--- src/rtl/rpi_pkg.sv ---
// Package for the per-port interrupt status block: register offsets, fields
// and the packed carriers shared by the top module.
// Assumes an 8-bit register access port with one-cycle read/write strobes.
package rpi_pkg;

  localparam int unsigned NUM_PORTS = 2;
  localparam int unsigned NUM_LINES = 4;

  // ----------------------------------------------------------------------
  // Register offsets
  // ----------------------------------------------------------------------
  localparam logic [7:0] OFS_PORT_SEL        = 8'h4C;
  localparam logic [7:0] OFS_CAM_RX_STATUS   = 8'h7A;
  localparam logic [7:0] OFS_PORT_IRQ_CTL_LO = 8'hD9;
  localparam logic [7:0] OFS_PORT_IRQ_STS_HI = 8'hDA;
  localparam logic [7:0] OFS_PORT_IRQ_STS_LO = 8'hDB;
  localparam logic [7:0] OFS_FWD_GPIO_STS    = 8'hDC;
  localparam logic [7:0] OFS_FWD_GPIO_IEN    = 8'hDD;
  localparam logic [7:0] OFS_SENSOR_RISE_STS = 8'hDE;
  localparam logic [7:0] OFS_RX_STATUS_ONE   = 8'hE0;
  localparam logic [7:0] OFS_RX_STATUS_TWO   = 8'hE1;
  localparam logic [7:0] OFS_SENSOR_MASK     = 8'hE2;

  // ----------------------------------------------------------------------
  // Field positions
  // ----------------------------------------------------------------------
  localparam int unsigned BIT_LINE_LEN  = 6;
  localparam int unsigned BIT_LINE_CNT  = 5;
  localparam int unsigned BIT_OVERFLOW  = 4;
  localparam int unsigned BIT_CAM_ERR   = 3;
  localparam int unsigned BIT_PARITY    = 2;
  localparam int unsigned BIT_PORT_OK   = 1;
  localparam int unsigned BIT_LOCK      = 0;
  localparam int unsigned BIT_GPIO_SUM  = 4;
  localparam int unsigned GPIO_EVT_LSB  = 4;
  localparam int unsigned PORT_SEL_LSB  = 0;

  // ----------------------------------------------------------------------
  // Reset values
  // ----------------------------------------------------------------------
  localparam logic [7:0] RST_BYTE = 8'h00;

  // Per-port event strobes and live levels from the receive datapath
  typedef struct packed {
    logic       line_len_chg;
    logic       line_cnt_chg;
    logic       overflow;
    logic       cam_err;
    logic       parity_err;
    logic       port_valid;
    logic       lock;
    logic [3:0] fwd_gpio;
    logic [7:0] sensor_sts;
  } rpi_port_in_t;

  // Per-port register state
  typedef struct packed {
    logic [6:0] irq_flags;
    logic [6:0] irq_enable;
    logic       gpio_summary;
    logic [3:0] gpio_event;
    logic [7:0] gpio_ien;
    logic [7:0] sensor_latch;
    logic [7:0] sensor_mask;
    logic [3:0] gpio_prev;
    logic [7:0] sensor_prev;
    logic       valid_prev;
    logic       lock_prev;
  } rpi_port_t;

  typedef struct packed {
    rpi_port_t [NUM_PORTS-1:0] port;
    logic      [NUM_PORTS-1:0] port_sel;
    logic      [7:0]           rdata;
    logic                      rvalid;
    logic                      irq;
  } rpi_state_t;

endpackage

--- src/rtl/rpi_top.sv ---
// Per-receive-port interrupt status, forward GPIO edge events and sensor
// rise latching, reached through an 8-bit register port with port paging.
// Assumes read/write strobes are one-cycle and synchronous to SYS_CLK_IN.
//
// How it works
// - Line length change sets bit 6; read of status two clears it.
// - Line count change sets bit 5; read of status two clears it.
// - Receive buffer overflow sets bit 4; read of status two clears it.
// - Camera receiver error sets bit 3; read of 0x7A clears it.
// - Link parity error sets bit 2; read of status one clears it.
// - Port valid change sets bit 1; read of status one clears it.
// - Lock change sets bit 0; read of status one clears it.
// - GPIO event bits 7:4 latch per line and clear on read.
// - GPIO status bits 3:0 show live line levels, unaffected by reads.
// - Falling edge raises a GPIO event only with its fall enable set.
// - Rising edge raises a GPIO event only with its rise enable set.
// - Masked sensor status rises latch in sensor rise status; read clears.
// - Port select at 0x4C steers writes and read clears to every selected port's copy; reads return the lowest selected port's copy.
// - Status flags drive the interrupt only with their enable bit; GPIO and sensor events drive it unmasked.
// - Pending GPIO events show at high status bit 4; GPIO read clears.
module rpi_top
  import rpi_pkg::*;
(
  // Clock and reset
  input  wire logic                           SYS_CLK_IN,
  input  wire logic                           RST_IN,
  input  wire logic                           CLK_EN_IN,
  // Register port
  input  wire logic                           REG_WR_IN,
  input  wire logic                           REG_RD_IN,
  input  wire logic [7:0]                     REG_ADDR_IN,
  input  wire logic [7:0]                     REG_WDATA_IN,
  output logic      [7:0]                     REG_RDATA_OUT,
  output logic                                REG_RVALID_OUT,
  // Receive port events
  input  wire rpi_pkg::rpi_port_in_t [1:0]    PORT_IN,
  // Interrupt
  output logic                                IRQ_OUT
);
  import rpi_pkg::*;

  rpi_state_t st_reg;
  rpi_state_t st_next;

  // --------------------------------------------------------------------
  // Helpers
  // --------------------------------------------------------------------
  function automatic logic [7:0] gpio_status(input rpi_port_t p,
                                             input logic [3:0] lvl);
    gpio_status = {p.gpio_event, lvl};
  endfunction

  function automatic logic [3:0] gpio_edges(input logic [3:0] prev,
                                            input logic [3:0] now,
                                            input logic [7:0] ien);
    logic [3:0] e;
    e = '0;
    for (int i = 0; i < NUM_LINES; i++) begin
      e[i] = (ien[2*i+1] & prev[i] & ~now[i])
           | (ien[2*i] & ~prev[i] & now[i]);
    end
    gpio_edges = e;
  endfunction

  // --------------------------------------------------------------------
  // Next state
  // --------------------------------------------------------------------
  always_comb begin
    logic [6:0] ev;
    logic [6:0] clr;
    logic [3:0] gev;
    logic [7:0] srise;
    logic       sel;
    logic       rd_hit;
    logic       wr_hit;
    logic       any_irq;
    ev      = '0;
    clr     = '0;
    gev     = '0;
    srise   = '0;
    sel     = 1'b0;
    rd_hit  = 1'b0;
    wr_hit  = 1'b0;
    any_irq = 1'b0;
    st_next = st_reg;
    st_next.rvalid = 1'b0;
    for (int p = 0; p < NUM_PORTS; p++) begin
      sel    = st_reg.port_sel[p];
      rd_hit = REG_RD_IN & sel;
      wr_hit = REG_WR_IN & sel;
      ev = '0;
      ev[BIT_LINE_LEN] = PORT_IN[p].line_len_chg;
      ev[BIT_LINE_CNT] = PORT_IN[p].line_cnt_chg;
      ev[BIT_OVERFLOW] = PORT_IN[p].overflow;
      ev[BIT_CAM_ERR]  = PORT_IN[p].cam_err;
      ev[BIT_PARITY]   = PORT_IN[p].parity_err;
      ev[BIT_PORT_OK]  = PORT_IN[p].port_valid
                         ^ st_reg.port[p].valid_prev;
      ev[BIT_LOCK]     = PORT_IN[p].lock ^ st_reg.port[p].lock_prev;
      clr = '0;
      if (rd_hit && REG_ADDR_IN == OFS_RX_STATUS_TWO) begin
        clr[BIT_LINE_LEN] = 1'b1;
        clr[BIT_LINE_CNT] = 1'b1;
        clr[BIT_OVERFLOW] = 1'b1;
      end
      if (rd_hit && REG_ADDR_IN == OFS_CAM_RX_STATUS) begin
        clr[BIT_CAM_ERR] = 1'b1;
      end
      if (rd_hit && REG_ADDR_IN == OFS_RX_STATUS_ONE) begin
        clr[BIT_PARITY]  = 1'b1;
        clr[BIT_PORT_OK] = 1'b1;
        clr[BIT_LOCK]    = 1'b1;
      end
      // Set beats clear so an event landing on the read is kept
      st_next.port[p].irq_flags = (st_reg.port[p].irq_flags & ~clr)
                                  | ev;
      st_next.port[p].valid_prev = PORT_IN[p].port_valid;
      st_next.port[p].lock_prev  = PORT_IN[p].lock;

      gev = gpio_edges(st_reg.port[p].gpio_prev, PORT_IN[p].fwd_gpio,
                       st_reg.port[p].gpio_ien);
      st_next.port[p].gpio_prev = PORT_IN[p].fwd_gpio;
      if (rd_hit && REG_ADDR_IN == OFS_FWD_GPIO_STS) begin
        st_next.port[p].gpio_event   = gev;
        st_next.port[p].gpio_summary = |gev;
      end else begin
        st_next.port[p].gpio_event   = st_reg.port[p].gpio_event
                                       | gev;
        st_next.port[p].gpio_summary = st_reg.port[p].gpio_summary
                                       | (|gev);
      end

      srise = st_reg.port[p].sensor_mask & PORT_IN[p].sensor_sts
              & ~st_reg.port[p].sensor_prev;
      st_next.port[p].sensor_prev = PORT_IN[p].sensor_sts;
      if (rd_hit && REG_ADDR_IN == OFS_SENSOR_RISE_STS) begin
        st_next.port[p].sensor_latch = srise;
      end else begin
        st_next.port[p].sensor_latch = st_reg.port[p].sensor_latch
                                       | srise;
      end

      if (wr_hit) begin
        unique case (REG_ADDR_IN)
          OFS_PORT_IRQ_CTL_LO: st_next.port[p].irq_enable = REG_WDATA_IN[6:0];
          OFS_FWD_GPIO_IEN:    st_next.port[p].gpio_ien   = REG_WDATA_IN;
          OFS_SENSOR_MASK:     st_next.port[p].sensor_mask = REG_WDATA_IN;
          default: ;
        endcase
      end
      any_irq = any_irq
              | (|(st_reg.port[p].irq_flags & st_reg.port[p].irq_enable))
              | st_reg.port[p].gpio_summary
              | (|st_reg.port[p].sensor_latch);
    end

    if (REG_WR_IN && REG_ADDR_IN == OFS_PORT_SEL) begin
      st_next.port_sel = REG_WDATA_IN[PORT_SEL_LSB +: NUM_PORTS];
    end

    // Reads return the lowest selected port's copy
    if (REG_RD_IN) begin
      st_next.rvalid = 1'b1;
      st_next.rdata  = RST_BYTE;
      for (int p = NUM_PORTS - 1; p >= 0; p--) begin
        if (st_reg.port_sel[p]) begin
          unique case (REG_ADDR_IN)
            OFS_PORT_SEL:
              st_next.rdata = {6'h00, st_reg.port_sel};
            OFS_PORT_IRQ_CTL_LO:
              st_next.rdata = {1'b0, st_reg.port[p].irq_enable};
            OFS_PORT_IRQ_STS_HI:
              st_next.rdata = {3'h0, st_reg.port[p].gpio_summary, 4'h0};
            OFS_PORT_IRQ_STS_LO:
              st_next.rdata = {1'b0, st_reg.port[p].irq_flags};
            OFS_FWD_GPIO_STS:
              st_next.rdata = gpio_status(st_reg.port[p],
                                          PORT_IN[p].fwd_gpio);
            OFS_FWD_GPIO_IEN:
              st_next.rdata = st_reg.port[p].gpio_ien;
            OFS_SENSOR_RISE_STS:
              st_next.rdata = st_reg.port[p].sensor_latch;
            OFS_SENSOR_MASK:
              st_next.rdata = st_reg.port[p].sensor_mask;
            default:
              st_next.rdata = RST_BYTE;
          endcase
        end
      end
      if (REG_ADDR_IN == OFS_PORT_SEL) begin
        st_next.rdata = {6'h00, st_reg.port_sel};
      end
    end
    st_next.irq = any_irq;
  end

  // --------------------------------------------------------------------
  // State register
  // --------------------------------------------------------------------
  always_ff @(posedge SYS_CLK_IN or posedge RST_IN) begin
    if (RST_IN) begin
      st_reg <= '0;
    end else if (CLK_EN_IN) begin
      st_reg <= st_next;
    end
  end

  assign REG_RDATA_OUT  = st_reg.rdata;
  assign REG_RVALID_OUT = st_reg.rvalid;
  assign IRQ_OUT        = st_reg.irq;

endmodule

--- config.mk ---
export PLATFORM = sky130hd
export DESIGN_NAME = rpi_top
export DESIGN_NICKNAME = d
export VERILOG_FILES = /design/src/rtl/rpi_pkg.sv /design/src/rtl/rpi_top.sv
export SDC_FILE = /design/constraint.sdc
export NUM_CORES = 1
export LEC_CHECK = 0
export BUFFER_PORTS_ARGS = -buffer_cell sky130_fd_sc_hd__buf_2
export CORE_MARGIN = 3
export CORE_UTILIZATION = 45
export CTS_BUF_LIST = sky130_fd_sc_hd__clkbuf_8
export DETAILED_ROUTE_END_ITERATION = 10
export PLACE_DENSITY = 0.64
export SLEW_MARGIN = 20
export SYNTH_ARGS = -nofsm -noshare
export SYNTH_HDL_FRONTEND = slang
export SYNTH_SLANG_ARGS = --single-unit
--- constraint.sdc ---
create_clock -name SYS_CLK_IN -period 5.5 [get_ports SYS_CLK_IN]
set_input_delay 1.1 -clock SYS_CLK_IN [delete_from_list [all_inputs] [get_ports SYS_CLK_IN]]
set_output_delay 1.1 -clock SYS_CLK_IN [all_outputs]
set_load 0.01 [all_outputs]
== After elaboration in Yosys (flattened, before gate mapping) ==
Index checks and enable logic that the tools add are counted.

* Input port bits: 59
* Register bits: 126
* Output and inout port bits: 10
* Logic and storage cells: 167

* Equality and inequality tests: 11
* Bitwise gates (word level): 89
* Reductions and logical operators: 25
* Multiplexer cells: 16

{| class="wikitable"
|+ Operator list
! operator !! number
|-
| one-hot mux 8 bit (7 select lines) || 2
|-
| == test 8 bit (second input constant) || 9
|-
| 2-to-1 mux 8 bit || 5
|-
| bitwise AND 1 bit || 36
|-
| bitwise AND 8 bit || 4
|-
| bitwise AND 7 bit || 4
|-
| AND reduction 3 bit || 6
|-
| == test 8 x 7 -> 1 bit (second input constant) || 2
|-
| NOT 1 bit || 16
|-
| NOT 8 bit || 2
|-
| OR 8 bit || 2
|-
| OR reduction 8 bit || 2
|-
| OR 1 bit || 15
|-
| NOT 7 bit || 2
|-
| OR 7 bit || 2
|-
| OR reduction 7 bit || 2
|-
| 2-to-1 mux 3 bit || 4
|-
| logical AND 1 bit || 11
|-
| 2-to-1 mux 5 bit || 2
|-
| OR 4 bit || 2
|-
| OR reduction 4 bit || 2
|-
| AND reduction 2 bit || 2
|-
| XOR 1 bit || 4
|-
| 2-to-1 mux 1 bit || 3
|}

== Depth between registers and ports, before layout ==
* Depth after elaboration: 7
* Gate-level depth with buffers: 7
* Depth with buffers taken out: 5

== Least setup slack after synthesis ==
OpenSTA, ideal clock, no wires.

* Path kind: input -> register
* Start: in REG_ADDR_IN[5]
* End: reg st_reg, in the netlist REG_RDATA_OUT[2]
* Setup time: 0.094 ns
* Slack: 2.901 ns
* Buffers on the path: 1
* Stages: 6
* Required time: 5.406 ns
* Data arrival time: 2.505 ns
* Path through: buf_6 -> or3b_4 -> nor2_4 -> o32ai_1 -> or3_4 -> a221oi_2

* Word-level cells in the longest chain between the ends: 5
* Elaborated cells between the ends (all ways): 13
* Those cells by class: eq/ne: 8; mux: 5

{| class="wikitable"
|+ Ends and longest elaborated chain
! element !! line !! source
|-
| from (decl) || rpi_top.sv:31 || <nowiki>input wire logic [7:0] REG_ADDR_IN,</nowiki>
|-
| == test 8 bit || rpi_top.sv:167 || <nowiki>unique case (REG_ADDR_IN)</nowiki>
|-
| one-hot mux 8 bit (7 select lines) || rpi_top.sv:167 ||
|-
| 2-to-1 mux 8 bit (2 in a row) || rpi_top.sv:166 || <nowiki>if (st_reg.port_sel[p]) begin</nowiki>
|-
| 2-to-1 mux 8 bit * || rpi_top.sv:190 || <nowiki>if (REG_ADDR_IN == OFS_PORT_SEL) begin</nowiki>
|-
| to (signal assigned) || rpi_top.sv:204 || <nowiki>st_reg <= st_next;</nowiki>
|-
| to (decl) || rpi_top.sv:42 || <nowiki>rpi_state_t st_reg;</nowiki>
|}

Every way passes the cells marked *; elsewhere a longest branch is shown, timed or not.
A chain may end at the register's enable or synchronous reset.

==> flow_metrics.env <==
export IMPL_coreArea_mm2=0.0135
export IMPL_p_leak_nw=3.21
export IMPL_drt_pass1_iter_count=5
export IMPL_final_layout_size_suffix_gt1_share_pct=33.7
export IMPL_peakVddDrop_mv=0.182
export IMPL_period_minus_slack_ps=3270
export IMPL_fp_dieH_um=124
export IMPL_hold_path_depth=1
export IMPL_critPathRequiredTime_ps=5830
export IMPL_vias=4911
export IMPL_ys_seq_area_share_pct=50.3
export IMPL_fmax_ghz=0.306
export IMPL_cap_viol_max_count=0
export IMPL_ioPinCount=69
export IMPL_cts_tree="built"
export IMPL_place_port_buffers=68
export IMPL_slew_headroom_pct=23.5
export IMPL_fillers=1238
export IMPL_insertion_delay_ps=450
export IMPL_grt_pass1_wl_um=29500
export IMPL_power_density_mw_per_mm2=284
export IMPL_cts_sinks=126
export IMPL_dp_cells=759
export IMPL_gp_congestion=0.927
export IMPL_synthDistinctLibCells=62
export IMPL_post_cts_resized=0
export IMPL_period_share_pct=59.5
export IMPL_syn2layout_area_growth_pct=14.0
export IMPL_status="complete, no violations"
export IMPL_final_max_slew_viol_count=0
export IMPL_htree_levels=4
export IMPL_fp_dieW_um=124
export IMPL_rr_endpoint="st_reg[118]"
export IMPL_grt_usage_pct=26.4
export IMPL_start_kind="input pin"
export IMPL_n_antenna_cell=0
export IMPL_ys_ff_latch=126
export IMPL_first_global_vias=5004
export IMPL_synth_compound_area_share_pct=13.8
export IMPL_seqCellArea_mm2=0.00315
export IMPL_final_nets=661
export IMPL_synth_top_family_by_area="multiplexers"
export IMPL_fin_hold_ws_ps=501
export IMPL_worstSetupEndpointType="register"
export IMPL_finalNonFillerCells=791
export IMPL_dp_slack_ps=1790
export IMPL_multiInputGateArea_mm2=0.00292
export IMPL_row_count=42
export IMPL_start_util_pct=46.6
export IMPL_yosys_area_share_simple_pct=16.0
export IMPL_syn_inst=543
export IMPL_drc=0
export IMPL_path_clk_slew_ps=70
export IMPL_hold_buffers=0
export IMPL_rsz0062_at_grt="no"
export IMPL_syn_area_per_cell_um2=11.5
export IMPL_reg2reg_from="st_reg[11]"
export IMPL_synth_area_mm2=0.00627
export IMPL_skew_ps=12.3
export IMPL_root_buffer="clkbuf_8"
export IMPL_largest_reg_flops=116
export IMPL_cts_made_buffers=17
export IMPL_setup_slack_ps=2230
export IMPL_finalHoldViolations=0
export IMPL_muxShareOfSynthArea_pct=16.3
export IMPL_grt_max_degree=73
export IMPL_post_cts_buffers=0
export IMPL_reg2reg_depth=3
export IMPL_drt_wirelength_per_cell_um=24.4
export IMPL_ys_warn_count=0
export IMPL_synth_edff_count=0
export IMPL_syn_nets=602
export IMPL_hp_start="st_reg[71]"
export IMPL_dieArea_mm2=0.0154
export IMPL_crit_arrival_ps=3610
export IMPL_yosys_area_share_xor_xnor_pct=0.559
export IMPL_dp_hpwl_um=14200
export IMPL_cts_buffer_depth=2
export IMPL_r2r_slack_ps=3360
export IMPL_worstPathMaxFanout=48
export IMPL_setup_violations=0
export IMPL_whs_endpoint="st_reg[71]"
export IMPL_vias_per_cell=6.21
export IMPL_ant_nets=0
export IMPL_tightest_slew_ps=1140
export IMPL_ys_flop_type="dfrtp_1"
export IMPL_tns_ps=0
export IMPL_grt_ovfl_total=0
export IMPL_min_path_type="register to register"
export IMPL_criticalPathCategory="input pin to register"
export IMPL_routed_wl_um=19300
export IMPL_power_mw=2.03
export IMPL_drt_iter0_markers=595
export IMPL_antenna_found_initial=0
export IMPL_synthArstFlopShare_pct=100
export IMPL_yosys_area_share_adder_pct=0
-- through the flow --
stage	cell area [µm²]	util [%]
6_report	7150	53.1
5_1_grt	7150	53.1
4_1_cts	7150	53.1
3_5_place_dp	6700	49.8
3_3_place_gp	6700	49.8
2_1_floorplan	6270	-
-- placed cells by master (no fill, tap or decap), types with 3 or more instances in the layout --
master,Yosys,layout
dfrtp_1,126,126
nand3b_1,6,6
a22oi_1,15,15
nand4b_1,17,17
buf_2,7,68
o21ai_0,14,14
nand2_1,71,71
nor2b_1,5,5
mux2i_1,11,11
nor2_1,10,10
o2bb2ai_1,3,3
nor3_1,5,5
a22o_1,24,24
inv_1,6,5
a21oi_1,11,11
clkinvlp_4,0,4
o22ai_1,3,3
bufinv_16,0,4
mux2_2,81,81
and4_1,3,3
nor4_1,5,5
buf_4,8,5
a221oi_1,9,9
a221oi_2,3,3
xor2_1,4,4
a32oi_1,3,3
a221o_1,3,3
nand4_1,7,7
clkbuf_8,0,19
nand2b_1,4,4
and2_1,3,3
a21o_1,5,5
nand3_1,15,15
-- worst max path at each step --
stage	startpoint	to	slack [ps]	depth (start not counted)
final	CLK_EN_IN	st_reg[54]	2230	6
after global routing	CLK_EN_IN	st_reg[54]	1990	6
after CTS	CLK_EN_IN	st_reg[54]	2280	6
after detailed placement	CLK_EN_IN	st_reg[54]	1790	6
after global placement	CLK_EN_IN	st_reg[41]	1840	6
after floorplan	RST_IN	IRQ_OUT	1040	1
-- logic make-up (layout without fill, tap and decap cells) --
| family | after synthesis | count (layout) |
|---|---|---|
| simple gates | 172 | 172 |
| flops | 126 | 126 |
| compound gates | 110 | 110 |
| mux | 92 | 92 |
| buf+inv | 39 | 111 |
| xor+xnor | 4 | 4 |
-- power by group --
part           internal [mW]  switching [mW]  total (mW)
Clock                  0.519           0.387       0.906
Combinational         0.0604          0.0957       0.156
Sequential             0.952          0.0165       0.968
-- routing by layer --
metal	global-route usage, %	wire (µm)
met5	0	0
met4	8.97	445
met3	8.45	1680
met2	40.5	8790
met1	35.6	8380
-- cells in the mapped netlist (all sizes together), types with 3 or more instances --
master / number / share of area [%]
o22ai: 3 / 0.30
a21oi: 11 / 0.88
clkbuf: 12 / 0.72
a221oi: 12 / 2.0
nor2: 12 / 0.88
mux2: 81 / 15
nand3b: 6 / 0.72
nand4: 10 / 1.4
nand2: 71 / 4.3
buf: 21 / 2.0
nor2b: 5 / 0.50
o21ai: 14 / 1.1
a21o: 5 / 0.60
and2: 3 / 0.30
xor2: 4 / 0.56
mux2i: 11 / 1.8
a32oi: 3 / 0.42
and4: 3 / 0.42
nand3: 15 / 1.2
nand2b: 4 / 0.40
a22o: 24 / 3.4
dfrtp: 126 / 50
nor4: 7 / 1.0
inv: 6 / 0.36
nand4b: 17 / 2.4
a221o: 3 / 0.48
a22oi: 15 / 1.8
o2bb2ai: 3 / 0.42
nor3: 7 / 0.72
-- final cells by class --
class / instances / share of cell area, %
sequential: 126 / 44.1
multi-input combinational: 378 / 40.9
timing repair buffer: 73 / 5.29
clock buffer: 19 / 3.66
tap: 176 / 3.08
clock inverter: 13 / 2.61
inverter: 6 / 0.350
-- worst max-delay path, cell delays in order --
cell	delay [ps]
buf_2	690
nand2_1	700
nor2_1	510
nand2_1	210
a211oi_1	290
nand2_1	80
Power figures use the tool's default switching activity.
